===== config.mk =====
export PLATFORM = sky130hd
export DESIGN_NAME = interrupt_status_flags
export DESIGN_NICKNAME = d
export VERILOG_FILES = /design/src/hold_timer.v /design/src/interrupt_status_flags.v
export VERILOG_INCLUDE_DIRS = /design/src /design/src/src
export SDC_FILE = /design/constraint.sdc
export NUM_CORES = 1
export LEC_CHECK = 0
export BUFFER_PORTS_ARGS = -buffer_cell sky130_fd_sc_hd__buf_2
export CORE_AREA = 2 2 161 163
export DETAILED_ROUTE_END_ITERATION = 7
export DIE_AREA = 0 0 163 165
export SLEW_MARGIN = 20
export SYNTH_ARGS = -nofsm -noshare
export SYNTH_HDL_FRONTEND = slang
export SYNTH_SLANG_ARGS = --single-unit

===== constraint.sdc =====
create_clock -name clk_sys_i -period 2.99 [get_ports clk_sys_i]
set_clock_uncertainty 0.05 [all_clocks]
set_input_delay 0.1495 -clock clk_sys_i [delete_from_list [all_inputs] [get_ports clk_sys_i]]
set_output_delay 0.1495 -clock clk_sys_i [all_outputs]
set_load 0.01 [all_outputs]

===== src/interrupt_status_flags_regs.vh =====
// Register address, field positions and timing constants of the status flag block
`ifndef INTERRUPT_STATUS_FLAGS_REGS_VH
`define INTERRUPT_STATUS_FLAGS_REGS_VH

// ============================================================
// Register map
`define STATUS_WORD_ADDR 7'h01
`define STATUS_WORD_W 24

// ============================================================
// Field positions in the status word
`define FAST_RECOVERY_BIT 21
`define DC_LEAD_OFF_BIT 20
`define LEADS_ON_BIT 11
`define BEAT_EVENT_BIT 10
`define SYNC_TICK_BIT 9
`define PLL_UNLOCK_BIT 8
`define POS_INPUT_HIGH_BIT 3
`define POS_INPUT_LOW_BIT 2
`define NEG_INPUT_HIGH_BIT 1
`define NEG_INPUT_LOW_BIT 0

// ============================================================
// Management field encodings and reset values
`define BEAT_CLR_ON_STATUS 2'h0
`define BEAT_CLR_ON_BEAT_READ 2'h1
`define BEAT_CLR_SELF 2'h2
`define LEADS_ON_MODE_A 2'h1
`define LEADS_ON_MODE_B 2'h2
`define TICK_DIV_1 2'h0
`define TICK_DIV_2 2'h1
`define TICK_DIV_4 2'h2
`define TICK_DIV_16 2'h3
`define TICK_CLEAR_MODE_RST 1'h1
`define FAST_CLEAR_MODE_RST 1'h0

// ============================================================
// Timing
`define CLK_FREQ_KHZ 200000
`define LEAD_OFF_TIME_MS 115
`define LEAD_OFF_CYCLES (`LEAD_OFF_TIME_MS * `CLK_FREQ_KHZ)

`endif


===== src/hold_timer.v =====
// Reloadable down counter that reports when a run has lasted its load value
`timescale 1ns/1ps

module hold_timer #(
    parameter W = 25
) (
    input wire clk_sys_i,
    input wire arst_n_i,
    input wire run_i,
    input wire [W-1:0] load_val_i,
    output reg expired_o
);

    reg [W-1:0] cnt_q;

    // ============================================================
    // Counter
    always @(posedge clk_sys_i or negedge arst_n_i) begin
        if (!arst_n_i) begin
            cnt_q <= {W{1'b0}};
            expired_o <= 1'b0;
        end else if (!run_i) begin
            cnt_q <= load_val_i;
            expired_o <= 1'b0;
        end else if (cnt_q != {W{1'b0}}) begin
            cnt_q <= cnt_q - {{(W-1){1'b0}}, 1'b1};
        end else begin
            expired_o <= 1'b1;
        end
    end

endmodule


===== src/interrupt_status_flags.v =====
// Status word and sticky interrupt flag logic of the heart-signal front end
// Behaviour
// - Read-only 24-bit status word at 0x01
// - Upper bytes show flags regardless of masks
// - All interrupt terms are active high
// - Fast recovery flag rises on mode entry
// - Lead-off flag after 115ms, held till read
// - Read clear happens at 32nd serial edge
// - Leads-on flag set when mode enabled
// - Host reads once; read clears, arms detection
// - Armed leads-on flag follows condition, held
// - Beat flag per new R event
// - Tick flag on sampling instant, divided
// - PLL unlock flag only with channel enabled
// - Detail lead-off bits occupy bits 3..0
// - Detail bits set with lead-off flag, held
// - Read does not clear persisting lead-off
// - Low byte detail, upper bytes terms
// - Fast flag clear mode selects hold style
// - Beat clear mode: status, beat read, self
// - Tick clear mode: status read or self
// - Tick divider 1, 2, 4 or 16
`timescale 1ns/1ps
`include "interrupt_status_flags_regs.vh"

module interrupt_status_flags #(
    parameter LEAD_OFF_CYCLES = `LEAD_OFF_CYCLES,
    parameter LO_W = 25,
    parameter PERIOD_W = 24
) (
    input wire clk_sys_i,
    input wire arst_n_i,
    input wire [6:0] rd_addr_i,
    input wire rd_done_i,
    input wire beat_reg_read_done_i,
    input wire fast_flag_clear_mode_i,
    input wire [1:0] beat_flag_clear_mode_i,
    input wire tick_clear_mode_i,
    input wire [1:0] tick_divider_i,
    input wire [1:0] low_power_leads_on_enable_i,
    input wire fast_mode_i,
    input wire lead_off_detect_enable_i,
    input wire [3:0] lead_off_cond_i,
    input wire leads_on_cond_i,
    input wire beat_detect_i,
    input wire sample_instant_i,
    input wire pll_unlock_i,
    input wire channel_enable_i,
    output reg [23:0] rd_data_o,
    output reg leads_on_armed_o
);

    // ============================================================
    // Read decode
    // The serial engine pulses rd_done_i at the 32nd serial clock edge of a read,
    // so clearing never happens before the host has shifted out the whole word.
    wire status_rd = rd_done_i && (rd_addr_i == `STATUS_WORD_ADDR);

    reg fast_flag_q;
    reg dc_flag_q;
    reg lon_flag_q;
    reg beat_flag_q;
    reg tick_flag_q;
    reg pll_flag_q;
    reg [3:0] detail_q;
    reg fast_d;
    reg dc_d;
    reg lon_d;
    reg beat_d;
    reg tick_d;
    reg pll_d;
    reg [3:0] detail_d;

    // ============================================================
    // Fast recovery flag
    reg fast_mode_q;
    reg fast_served_q;
    wire fast_entry = fast_mode_i && !fast_mode_q;

    always @(posedge clk_sys_i or negedge arst_n_i) begin
        if (!arst_n_i) begin
            fast_mode_q <= 1'b0;
            fast_served_q <= 1'b0;
        end else begin
            fast_mode_q <= fast_mode_i;
            // Once read in mode 1 the flag waits for exit and re-entry
            if (!fast_mode_i) begin
                fast_served_q <= 1'b0;
            end else if (status_rd && fast_flag_clear_mode_i) begin
                fast_served_q <= 1'b1;
            end
        end
    end

    always @* begin
        if (!fast_flag_clear_mode_i) begin
            // Live while engaged, then sticky until read
            fast_d = fast_mode_i || (fast_flag_q && !status_rd);
        end else begin
            fast_d = (fast_entry && !fast_served_q) || (fast_flag_q && !status_rd);
        end
    end

    // ============================================================
    // DC lead-off persistence
    wire lo_active = lead_off_detect_enable_i && (lead_off_cond_i != 4'h0);
    wire lo_persist;

    // Expiry lands one edge after the count runs out, so the flag rises strictly after the interval
    hold_timer #(
        .W(LO_W)
    ) u_lead_off_timer (
        .clk_sys_i(clk_sys_i),
        .arst_n_i(arst_n_i),
        .run_i(lo_active),
        .load_val_i(LEAD_OFF_CYCLES[LO_W-1:0]),
        .expired_o(lo_persist)
    );

    always @* begin
        // Live term wins over the read, so a persisting condition survives it
        dc_d = lo_persist || (dc_flag_q && !status_rd);
        detail_d = (lo_persist ? lead_off_cond_i : 4'h0) |
                   (detail_q & {4{!status_rd}});
    end

    // ============================================================
    // Leads-on flag and arming
    reg [1:0] lon_mode_q;
    wire lon_mode_on = (low_power_leads_on_enable_i == `LEADS_ON_MODE_A) ||
                       (low_power_leads_on_enable_i == `LEADS_ON_MODE_B);
    wire lon_mode_was = (lon_mode_q == `LEADS_ON_MODE_A) || (lon_mode_q == `LEADS_ON_MODE_B);
    wire lon_enabled_now = lon_mode_on && !lon_mode_was;

    always @(posedge clk_sys_i or negedge arst_n_i) begin
        if (!arst_n_i) begin
            lon_mode_q <= 2'h0;
            leads_on_armed_o <= 1'b0;
        end else begin
            lon_mode_q <= low_power_leads_on_enable_i;
            if (!lon_mode_on || lon_enabled_now) begin
                leads_on_armed_o <= 1'b0;
            end else if (status_rd) begin
                leads_on_armed_o <= 1'b1;
            end
        end
    end

    always @* begin
        if (lon_enabled_now) begin
            lon_d = 1'b1;
        end else if (leads_on_armed_o) begin
            lon_d = leads_on_cond_i || (lon_flag_q && !status_rd);
        end else begin
            // The one read after enabling clears the announce flag
            lon_d = lon_flag_q && !status_rd;
        end
    end

    // ============================================================
    // Data-rate period measurement
    // Self-clear times follow the measured sample spacing instead of a fixed
    // constant, so they track whatever output rate the converter runs at.
    reg [PERIOD_W-1:0] period_cnt_q;
    reg [PERIOD_W-1:0] period_q;

    always @(posedge clk_sys_i or negedge arst_n_i) begin
        if (!arst_n_i) begin
            period_cnt_q <= {PERIOD_W{1'b0}};
            period_q <= {PERIOD_W{1'b0}};
        end else if (sample_instant_i) begin
            period_cnt_q <= {PERIOD_W{1'b0}};
            period_q <= period_cnt_q;
        end else if (period_cnt_q != {PERIOD_W{1'b1}}) begin
            period_cnt_q <= period_cnt_q + {{(PERIOD_W-1){1'b0}}, 1'b1};
        end
    end

    // ============================================================
    // Beat event flag
    wire beat_self = (beat_flag_clear_mode_i == `BEAT_CLR_SELF);
    wire beat_expired;

    hold_timer #(
        .W(PERIOD_W)
    ) u_beat_timer (
        .clk_sys_i(clk_sys_i),
        .arst_n_i(arst_n_i),
        .run_i(beat_self && beat_flag_q && !beat_detect_i),
        .load_val_i(period_q),
        .expired_o(beat_expired)
    );

    reg beat_clr;

    always @* begin
        case (beat_flag_clear_mode_i)
            `BEAT_CLR_ON_STATUS: beat_clr = status_rd;
            `BEAT_CLR_ON_BEAT_READ: beat_clr = beat_reg_read_done_i;
            `BEAT_CLR_SELF: beat_clr = beat_expired;
            // Reserved code: the flag simply stays sticky
            default: beat_clr = 1'b0;
        endcase
        beat_d = beat_detect_i || (beat_flag_q && !beat_clr);
    end

    // ============================================================
    // Sample sync tick
    reg [3:0] tick_div_q;
    reg [3:0] tick_mask;
    wire tick_issue;
    wire tick_expired;

    always @* begin
        case (tick_divider_i)
            `TICK_DIV_1: tick_mask = 4'h0;
            `TICK_DIV_2: tick_mask = 4'h1;
            `TICK_DIV_4: tick_mask = 4'h3;
            `TICK_DIV_16: tick_mask = 4'hf;
            default: tick_mask = 4'h0;
        endcase
    end

    always @(posedge clk_sys_i or negedge arst_n_i) begin
        if (!arst_n_i) begin
            tick_div_q <= 4'h0;
        end else if (sample_instant_i) begin
            tick_div_q <= tick_div_q + 4'h1;
        end
    end

    assign tick_issue = sample_instant_i && ((tick_div_q & tick_mask) == 4'h0);

    hold_timer #(
        .W(PERIOD_W)
    ) u_tick_timer (
        .clk_sys_i(clk_sys_i),
        .arst_n_i(arst_n_i),
        .run_i(tick_clear_mode_i && tick_flag_q && !tick_issue),
        .load_val_i({2'h0, period_q[PERIOD_W-1:2]}),
        .expired_o(tick_expired)
    );

    always @* begin
        if (tick_clear_mode_i) begin
            tick_d = tick_issue || (tick_flag_q && !tick_expired);
        end else begin
            tick_d = tick_issue || (tick_flag_q && !status_rd);
        end
    end

    // ============================================================
    // PLL unlock flag
    always @* begin
        pll_d = (pll_unlock_i && channel_enable_i) || (pll_flag_q && !status_rd);
    end

    // ============================================================
    // Flag registers
    always @(posedge clk_sys_i or negedge arst_n_i) begin
        if (!arst_n_i) begin
            fast_flag_q <= 1'b0;
            dc_flag_q <= 1'b0;
            lon_flag_q <= 1'b0;
            beat_flag_q <= 1'b0;
            tick_flag_q <= 1'b0;
            pll_flag_q <= 1'b0;
            detail_q <= 4'h0;
        end else begin
            fast_flag_q <= fast_d;
            dc_flag_q <= dc_d;
            lon_flag_q <= lon_d;
            beat_flag_q <= beat_d;
            tick_flag_q <= tick_d;
            pll_flag_q <= pll_d;
            detail_q <= detail_d;
        end
    end

    // ============================================================
    // Status word readback
    // Assembled from the next-state values so the host sees exactly what the
    // flags hold; no write path exists, so software cannot disturb the word.
    reg [23:0] word_d;

    always @* begin
        word_d = 24'h000000;
        word_d[`FAST_RECOVERY_BIT] = fast_d;
        word_d[`DC_LEAD_OFF_BIT] = dc_d;
        word_d[`LEADS_ON_BIT] = lon_d;
        word_d[`BEAT_EVENT_BIT] = beat_d;
        word_d[`SYNC_TICK_BIT] = tick_d;
        word_d[`PLL_UNLOCK_BIT] = pll_d;
        word_d[`POS_INPUT_HIGH_BIT:`NEG_INPUT_LOW_BIT] = detail_d;
    end

    always @(posedge clk_sys_i or negedge arst_n_i) begin
        if (!arst_n_i) begin
            rd_data_o <= 24'h000000;
        end else begin
            rd_data_o <= word_d;
        end
    end

endmodule


==> flow_summary.json, run 1 <==
{
  "status": "finished, final reports clean",
  "ioPinCount": 55,
  "ant_nets": 0,
  "p_leak_nw": 3.61,
  "path_max_fanout": 11,
  "ys_seq_area_frac": 0.482,
  "crit_path_end_kind": "flip-flop",
  "grt_max_degree": 65,
  "setup_viol": 0,
  "synth-seq-cells": 143,
  "hpwlAfterDp_um": 11500,
  "fp-row-count": 58,
  "area_growth_pct": 16.9,
  "cpMostUsedCell": "or3_4",
  "synth_area_per_cell_um2": 9.93,
  "grt_overflow": 0,
  "hold_violations": 0,
  "min_period_ns": 2.37,
  "slew_headroom": 0.514,
  "clock_sinks": 143,
  "grt_util_all_layers": 0.130,
  "cts_tree": "yes",
  "critPathBufInv": 0,
  "async_flop_share": 1.00,
  "peakVddDrop_mv": 0.377,
  "yosysUniqueCellTypes": 64,
  "cpPeakStageDelay_ns": 0.50,
  "port_buffers": 40,
  "avgViaCountPerCell": 4.90,
  "synthCells": 747,
  "via_count": 5581,
  "gr-usage-met2": 0.208,
  "setup_tns_ns": 0,
  "final_nets": 834,
  "multi_input_area_um2": 3550,
  "diodes": 0,
  "rsz0062_at_grt": "no",
  "tightestPinTransition_ns": 0.723,
  "initial_core_util": 0.296,
  "drv_slew": 0,
  "p_per_area_nw_per_um2": 751,
  "htreeDepth": 4,
  "crit_chain": "or3_4 -> or4_4 -> or3_4 -> nand2_1 -> o21ai_0",
  "cts_buffer_depth": 2,
  "worst_setup_hold_path_clk_slew_ns": 0.06,
  "power_mw": 6.51,
  "drt_iter0_drc": 347,
  "finalNonFillerCells": 1138,
  "synth_flop_cell": "dfrtp_1",
  "n_fill_cell": 2517,
  "top_usage_layer": "met2",
  "maxCapViolations": 0,
  "slowest_stage": "or4_4",
  "cts_buffers": 17,
  "syn_area_um2": 7420,
  "grt_pass1_vias": 5410,
  "insertion_delay_ns": 0.42,
  "dp.cells": 1092,
  "core-area_um2": 25000,
  "ctsHoldBuffers": 15,
  "met3_usage": 0.0266,
  "ctsResizeCount": 0,
  "final_cell_mix": "dfrtp_1, nand2_1, nor2_1",
  "drc": 0,
  "seqCellArea_um2": 3580,
  "clock.fmax_mhz": 422,
  "grt_first_pass_wirelength_um": 27600,
  "clock-root-buffer": "clkbuf_16",
  "cp.arrival_ns": 2.61,
  "die_area_um2": 26900,
  "wire_per_inst_um": 14.7,
  "routed_wl_um": 16700,
  "drive_gt1_frac": 0.162,
  "die_x_um": 163,
  "yosysWarnings": 0,
  "routabilityCongestion": 0.822,
  "cp_top_family": "simple AND/OR/NAND/NOR gates",
  "dieHeight_um": 165,
  "worstSetupPathType": "reg2reg",
  "startpoint_type": "flip-flop",
  "synth_edf_count": 0,
  "cp.required_ns": 3.23,
  "period_share": 0.793,
  "hold_path.class": "in2reg",
  "grt_antenna_before_repair": 0,
  "layout_commonest_cell": "dfrtp_1",
  "drt_first_pass_iters": 4,
  "cts_setup_buffers": 0,
  "use_met1": 0.175
}
per-stage QoR:
step	hold slack [ns]	setup slack, ns	util	cell area [µm²]
5_1_grt	0.0972	0.362	0.347	8680
3_5_place_dp	0.126	0.613	0.317	7930
2_1_floorplan	-0.196	0.834	-	7470
6_report	0.0537	0.619	0.347	8680
3_3_place_gp	0.130	0.638	0.317	7930
4_1_cts	0.0578	0.603	0.347	8680
Yosys cell counts, drive strengths merged (5+ instances only):
cell	instances	area [µm²]
and2	6	37.5
or4	15	120
mux2	31	349
nand4	14	87.6
or3	10	72.6
a22o	6	52.6
o211ai	6	45.0
dfrtp	143	3580
nor3	20	105
clkbuf	28	105
a31oi	6	37.5
nand3	28	140
xor2	27	236
a21oi	21	105
o21ai	53	265
xnor2	42	368
inv	12	45.0
nor3b	5	37.5
and4	5	43.8
nor2b	6	37.5
o31ai	14	110
ha	8	100
nor2	60	225
buf	26	195
nor4	21	159
a211oi	8	60.1
nand2	81	304
where the power goes:
part | switching [mW] | leakage (nW) | internal (mW)
logic | 1.09 | 1.47 | 0.854
registers | 0.243 | 1.85 | 2.15
clock network | 0.817 | 0.287 | 1.35
routing by layer:
metal  share of wire  vias to the layer above
li1                -                     2742
met3           0.028                       16
met4           0.015                        0
met1            0.49                     2733
met2            0.47                       90
met5               0                        -
registers in the layout (all words and copies together), names as in the netlist:
signal and cells:
u_beat_timer.expired_o 1, u_lead_off_timer.cnt_q 25, rd_data_o 7, detail_q 3
fast_mode_q 1, fast_served_q 1, period_cnt_q 24, u_tick_timer.expired_o 1
u_lead_off_timer.expired_o 1, leads_on_armed_o 1, lon_mode_q 2, period_q 24
tick_div_q 4, u_beat_timer.cnt_q 24, u_tick_timer.cnt_q 24
area by class of cell:
class                      instances  area share
timing repair buffer              71      0.0564
clock buffer                      22      0.0535
inverter                          12     0.00519
multi-input combinational        551       0.410
sequential                       143       0.412
clock inverter                     9      0.0153
tap                              330      0.0476
worst register-to-register path, delay by kind of cell (launching register included):
family | cells | cell delay, ns
compound gates | 1 | 0.15
simple gates | 4 | 1.63
flops | 1 | 0.42
logic make-up after synthesis:
kind of cell / synth area share
AO/OA/AOI/OAI: 0.112
XOR/XNOR: 0.0814
adder cells (fa/ha/maj): 0.0135
buffers and inverters: 0.0465
flip-flops: 0.482
multiplexers: 0.0497
other: 0.000505
AND/OR/NAND/NOR: 0.214
final timing paths:
kind,startpoint,endpoint,slack [ns],cells past startpoint
min reg2reg,tick_div_q[3]$_DFFE_PN0P_,tick_div_q[3]$_DFFE_PN0P_,0.42,1
min,beat_flag_clear_mode_i[0],rd_data_o[10]$_DFF_PN0_,0.05,4
max,u_tick_timer.cnt_q[13]$_DFFE_PN0P_,u_tick_timer.cnt_q[2]$_DFFE_PN0P_,0.62,5
max reg2reg,u_tick_timer.cnt_q[13]$_DFFE_PN0P_,u_tick_timer.cnt_q[2]$_DFFE_PN0P_,0.62,5
min in group asynchronous,arst_n_i,u_lead_off_timer.cnt_q[0]$_DFFE_PN0P_,0.24,2
max in group asynchronous,arst_n_i,period_cnt_q[9]$_DFFE_PN0P_,1.86,3
Power figures use the tool's default switching activity.
==> run 2: changes to the inputs <==
--- a/config.mk
+++ b/config.mk
@@ -6,10 +6,11 @@
 export SDC_FILE = /design/constraint.sdc
 export NUM_CORES = 1
 export LEC_CHECK = 0
+export ABC_AREA = 1
 export BUFFER_PORTS_ARGS = -buffer_cell sky130_fd_sc_hd__buf_2
-export CORE_AREA = 2 2 161 163
+export CORE_AREA = 2 2 169 171
 export DETAILED_ROUTE_END_ITERATION = 7
-export DIE_AREA = 0 0 163 165
+export DIE_AREA = 0 0 171 173
 export SLEW_MARGIN = 20
 export SYNTH_ARGS = -nofsm -noshare
 export SYNTH_HDL_FRONTEND = slang
==> constraint.sdc (replaced) <==
create_clock -name clk_sys_i -period 2.5 [get_ports clk_sys_i]
set_clock_uncertainty 0.05 [all_clocks]
set_input_delay 0.125 -clock clk_sys_i [delete_from_list [all_inputs] [get_ports clk_sys_i]]
set_output_delay 0.125 -clock clk_sys_i [all_outputs]
set_load 0.01 [all_outputs]
==> flow_summary.json, run 2 <==
{
  "status": "finished, final reports clean",
  "layout_commonest_cell": "nand2_1",
  "setup_tns_ns": 0,
  "placed_area_um2": 8750,
  "slew_headroom": 0.652,
  "worst_setup_hold_path_clk_slew_ns": 0.06,
  "synth_flop_cell": "dfrtp_1",
  "crit_path_end_kind": "flip-flop",
  "grt_first_pass_wirelength_um": 33900,
  "min_period_ns": 1.95,
  "ctsResizeCount": 0,
  "rsz0062_at_grt": "no",
  "yosysUniqueCellTypes": 42,
  "grt_pass1_vias": 6936,
  "synthMostInstantiatedCell": "nand2_1",
  "cp.required_ns": 2.75,
  "cts_buffer_depth": 2,
  "grt_overflow": 0,
  "hold_violations": 0,
  "area_growth_pct": 15.2,
  "hpwlAfterDp_um": 14600,
  "die_area_um2": 29600,
  "fp-row-count": 61,
  "setup_viol": 0,
  "via_count": 7148,
  "htreeDepth": 4,
  "insertion_delay_ns": 0.43,
  "synth_top_cell_area_share": 0.436,
  "ant_nets": 0,
  "finalNonFillerCells": 1577,
  "power_mw": 8.12,
  "grt_antenna_before_repair": 0,
  "peakVddDrop_mv": 0.511,
  "startpoint_type": "flip-flop",
  "path_max_fanout": 24,
  "largest_register_ffs": 25,
  "drt_iter0_drc": 469,
  "core-area_um2": 27600,
  "clock_sinks": 143,
  "synthCells": 1130,
  "routed_wl_um": 20100,
  "async_flop_share": 1.00,
  "diodes": 0,
  "wire_per_inst_um": 12.8,
  "tightestPinTransition_ns": 0.522,
  "dp.cells": 1530,
  "n_fill_cell": 2941,
  "maxCapViolations": 0,
  "synth_area_per_cell_um2": 7.27,
  "period_share": 0.781,
  "routabilityCongestion": 0.891,
  "syn_area_um2": 8210,
  "worstSetupPathType": "reg2reg",
  "drc": 0,
  "cts_buffers": 17,
  "p_per_area_nw_per_um2": 858,
  "final_nets": 1224,
  "port_buffers": 40,
  "initial_core_util": 0.297,
  "grt_max_degree": 53,
  "ioPinCount": 55,
  "final_cell_mix": "nand2_1, nor2_1, dfrtp_1",
  "hold_path.class": "in2reg",
  "synth.largest_area_cell": "dfrtp_1",
  "clock-root-buffer": "clkbuf_16",
  "cp.arrival_ns": 2.21,
  "stdcell_area_um2": 9460,
  "ctsHoldBuffers": 15,
  "cts_tree": "yes",
  "dieHeight_um": 173,
  "grt_util_all_layers": 0.142,
  "clock.fmax_mhz": 512,
  "drt_first_pass_iters": 5,
  "ys_seq_area_frac": 0.436,
  "largest-register": "u_lead_off_timer.cnt_q",
  "die_x_um": 171,
  "synth_area_leaders": "dfrtp_1, nand2_1, nor2_1",
  "synth-seq-cells": 143,
  "p_leak_nw": 4.83,
  "avgViaCountPerCell": 4.53,
  "drive_gt1_frac": 0.114,
  "cts_setup_buffers": 0,
  "yosysWarnings": 0,
  "synth_edf_count": 0,
  "yosys-top-cells-count": "nand2_1, nor2_1, dfrtp_1",
  "drv_slew": 0
}
[run 2: changes by cell type after synthesis, moves of 26 or more]
cell	delta
mux2_2	-31
xnor2_1	-26
nand2_1	+305
inv_1	+87
nor2_1	+109
nand3_1	+52
[run 2: worst paths after layout]
kind / start / end / slack, ns / cells past startpoint
worst max-delay path: period_cnt_q[0]$_DFFE_PN0P_ / period_cnt_q[1]$_DFFE_PN0P_ / 0.55 / 8
worst min-delay path: sample_instant_i / rd_data_o[9]$_DFF_PN0_ / 0.03 / 3
worst max register to register: period_cnt_q[0]$_DFFE_PN0P_ / period_cnt_q[1]$_DFFE_PN0P_ / 0.55 / 8
worst min register to register: period_q[9]$_DFFE_PN0P_ / u_tick_timer.cnt_q[7]$_DFFE_PN0P_ / 0.43 / 2
max in group asynchronous: arst_n_i / u_lead_off_timer.cnt_q[4]$_DFFE_PN0P_ / 1.46 / 3
min in group asynchronous: arst_n_i / u_beat_timer.cnt_q[17]$_DFFE_PN0P_ / 0.19 / 2
[run 2: where the power goes]
group / leakage (nW) / internal, mW / switching (mW)
Sequential: 1.85 / 2.58 / 0.239
Combinational: 2.72 / 1.02 / 1.87
Clock: 0.264 / 1.36 / 1.06
[run 2: critical path, cell delays in order, from the launching register on]
cell     delay (ns)
dfrtp_1        0.43
ha_1           0.30
nand2_2        0.12
nor2_4         0.16
nand2_4        0.09
nor2_8         0.15
nand3_4        0.30
nand3_1        0.18
nand2_1        0.07
[run 2: metrics by stage]
stage | hold WS, ns | worst slack [ns] | utilization
2_1_floorplan | -0.221 | 0.938 | -
3_3_place_gp | 0.0649 | 0.555 | 0.317
3_5_place_dp | 0.0671 | 0.507 | 0.317
4_1_cts | 0.0119 | 0.496 | 0.342
5_1_grt | 0.0328 | 0.362 | 0.342
6_report | 0.0267 | 0.547 | 0.342
[run 2: area by class of cell]
| class | instances | area [µm²] | share of cell area |
|---|---|---|---|
| Tap cell | 378 | 473 | 0.0500 |
| Clock inverter | 11 | 82.6 | 0.00873 |
| Sequential cell | 143 | 3580 | 0.378 |
| Inverter | 104 | 394 | 0.0417 |
| Multi-Input combinational cell | 857 | 4030 | 0.426 |
| Timing Repair Buffer | 63 | 429 | 0.0454 |
| Clock buffer | 21 | 470 | 0.0497 |
[run 2: cells by family after synthesis]
logic type / synth area share
and+or+nand+nor: 0.394
buffers and inverters: 0.0794
DFF: 0.436
AOI/OAI and AO/OA: 0.0439
xor gates and xnor gates: 0.0341
adders and majority gates: 0.0122
other: 0.000457
[run 2: routing by layer]
layer	share of wire	global-route usage	vias to the layer above
met5	0	0	-
met4	0.025	0.0547	0
met3	0.033	0.0245	31
met2	0.48	0.235	133
met1	0.46	0.184	3325
li1	-	-	3659
==> run 3: changes to the inputs <==
==> constraint.sdc (replaced) <==
create_clock -name clk_sys_i -period 1.6 [get_ports clk_sys_i]
set_clock_uncertainty 0.05 [all_clocks]
set_input_delay 0.08 -clock clk_sys_i [delete_from_list [all_inputs] [get_ports clk_sys_i]]
set_output_delay 0.08 -clock clk_sys_i [all_outputs]
set_load 0.01 [all_outputs]
==> flow_summary.json, run 3 (synthesized netlist as in run 2, its figures left out) <==
{
  "status": "finished, final reports clean",
  "final_nets": 1348,
  "grt_pass1_vias": 7424,
  "grt_util_all_layers": 0.150,
  "crit_path_end_kind": "flip-flop",
  "wire_per_inst_um": 13.3,
  "multi_input_area_um2": 4570,
  "seqCellArea_um2": 3580,
  "drt_iter0_drc": 450,
  "setup_tns_ns": 0,
  "htreeDepth": 4,
  "ioPinCount": 55,
  "path_max_fanout": 8,
  "power_mw": 15.2,
  "utilization": 0.403,
  "grt_max_degree": 60,
  "routabilityCongestion": 0.875,
  "area_growth_pct": 35.5,
  "whs_ns": 0.0595,
  "initial_core_util": 0.297,
  "cts_buffers": 17,
  "final_cell_mix": "nand2_1, dfrtp_1, nor2_1",
  "hold_violations": 0,
  "worstSetupPathType": "reg2reg",
  "stdcell_area_um2": 11100,
  "startpoint_type": "flip-flop",
  "drt_first_pass_iters": 6,
  "cp.arrival_ns": 1.89,
  "min_period_ns": 1.59,
  "via_count": 7768,
  "clock_sinks": 143,
  "layout_commonest_cell": "nand2_1",
  "largest-register": "u_lead_off_timer.cnt_q",
  "grt_first_pass_wirelength_um": 35500,
  "rsz0062_at_grt": "yes",
  "hpwlAfterDp_um": 16300,
  "period_share": 0.994,
  "drv_slew": 0,
  "p_leak_nw": 5.61,
  "n_fill_cell": 2773,
  "dieHeight_um": 173,
  "grt_antenna_before_repair": 0,
  "setup_viol": 0,
  "maxCapViolations": 0,
  "fp-row-count": 61,
  "cts_tree": "yes",
  "insertion_delay_ns": 0.42,
  "dp.cells": 1624,
  "slew_headroom": 0.644,
  "ant_nets": 0,
  "die_x_um": 171,
  "peakVddDrop_mv": 0.731,
  "hold_path.class": "in2async",
  "worst_setup_hold_path_clk_slew_ns": 0.06,
  "port_buffers": 40,
  "pre_cts_slack_ns": -0.0523,
  "drive_gt1_frac": 0.283,
  "avgViaCountPerCell": 4.57,
  "reg2regPathDepth": 7,
  "tightestPinTransition_ns": 0.533,
  "drc": 0,
  "placed_area_um2": 9520,
  "grt_overflow": 0,
  "die_area_um2": 29600,
  "clock-root-buffer": "clkbuf_16",
  "core-area_um2": 27600,
  "routed_wl_um": 22700,
  "cp.required_ns": 1.90,
  "cts_buffer_depth": 2,
  "largest_register_ffs": 25,
  "clock.fmax_mhz": 629,
  "finalNonFillerCells": 1701,
  "worst_slack_ns": 0.00918,
  "diodes": 0,
  "p_per_area_nw_per_um2": 1360
}
-- run 3: changes by cell type in the layout (fill, tap and decap cells not counted), moves of 11 or more --
cell	delta
nor2_2	+33
nor2_4	+17
nand2_4	+11
nand2_1	-40
nand2_2	+28
buf_4	+102
nor2_1	-49
-- run 3: where the power goes --
part	leakage (nW)	internal, mW	switching [mW]
sequential	1.85	4.03	0.368
combinational	3.48	2.93	3.74
clock	0.279	2.50	1.61
-- run 3: metal layers --
layer	track usage	vias to the layer above	routed length (µm)	part of all wire
li1	-	3902	-	-
met1	0.195	3718	10400	0.46
met2	0.255	118	11300	0.50
met3	0.0233	30	586	0.026
met4	0.0463	0	454	0.020
met5	0	-	0	0
-- run 3: timing repair --
action,in CTS,in global routing
gates resized for setup,6,163
pin swaps,1,46
endpoints found under the setup margin,32,87
gates cloned,1,7
setup buffers,0,21
endpoints found under the hold margin,159,0
hold buffers,16,0
-- run 3: critical path, cell delays in order, from the launching register on --
cell and delay, ns:
dfrtp_1 0.42, nand2_1 0.09, nor2_1 0.20, nand2_1 0.17, nor2_8 0.17, nand3_4 0.15
clkbuf_16 0.22, nand2_4 0.05
-- run 3: final cells by class --
type | instances | area share
Clock buffer | 20 | 0.0401
Clock inverter | 12 | 0.0143
Inverter | 104 | 0.0363
Multi-Input combinational cell | 859 | 0.410
Sequential cell | 143 | 0.322
Tap cell | 378 | 0.0425
Timing Repair Buffer | 183 | 0.133
Timing Repair inverter | 2 | 0.00157
-- run 3: worst paths after layout --
path                                        startpoint  slack (ns)                                endpoint
setup / recovery           period_cnt_q[8]$_DFFE_PN0P_       0.009            period_cnt_q[20]$_DFFE_PN0P_
hold / removal                                arst_n_i        0.06      u_beat_timer.cnt_q[17]$_DFFE_PN0P_
min in group clk_sys_i               tick_divider_i[1]        0.11                  rd_data_o[9]$_DFF_PN0_
max in group asynchronous                     arst_n_i        0.82  u_lead_off_timer.cnt_q[22]$_DFFE_PN0P_
hold reg to reg              fast_served_q$_DFFE_PN0P_        0.43               fast_served_q$_DFFE_PN0P_
setup reg to reg           period_cnt_q[8]$_DFFE_PN0P_       0.009            period_cnt_q[20]$_DFFE_PN0P_
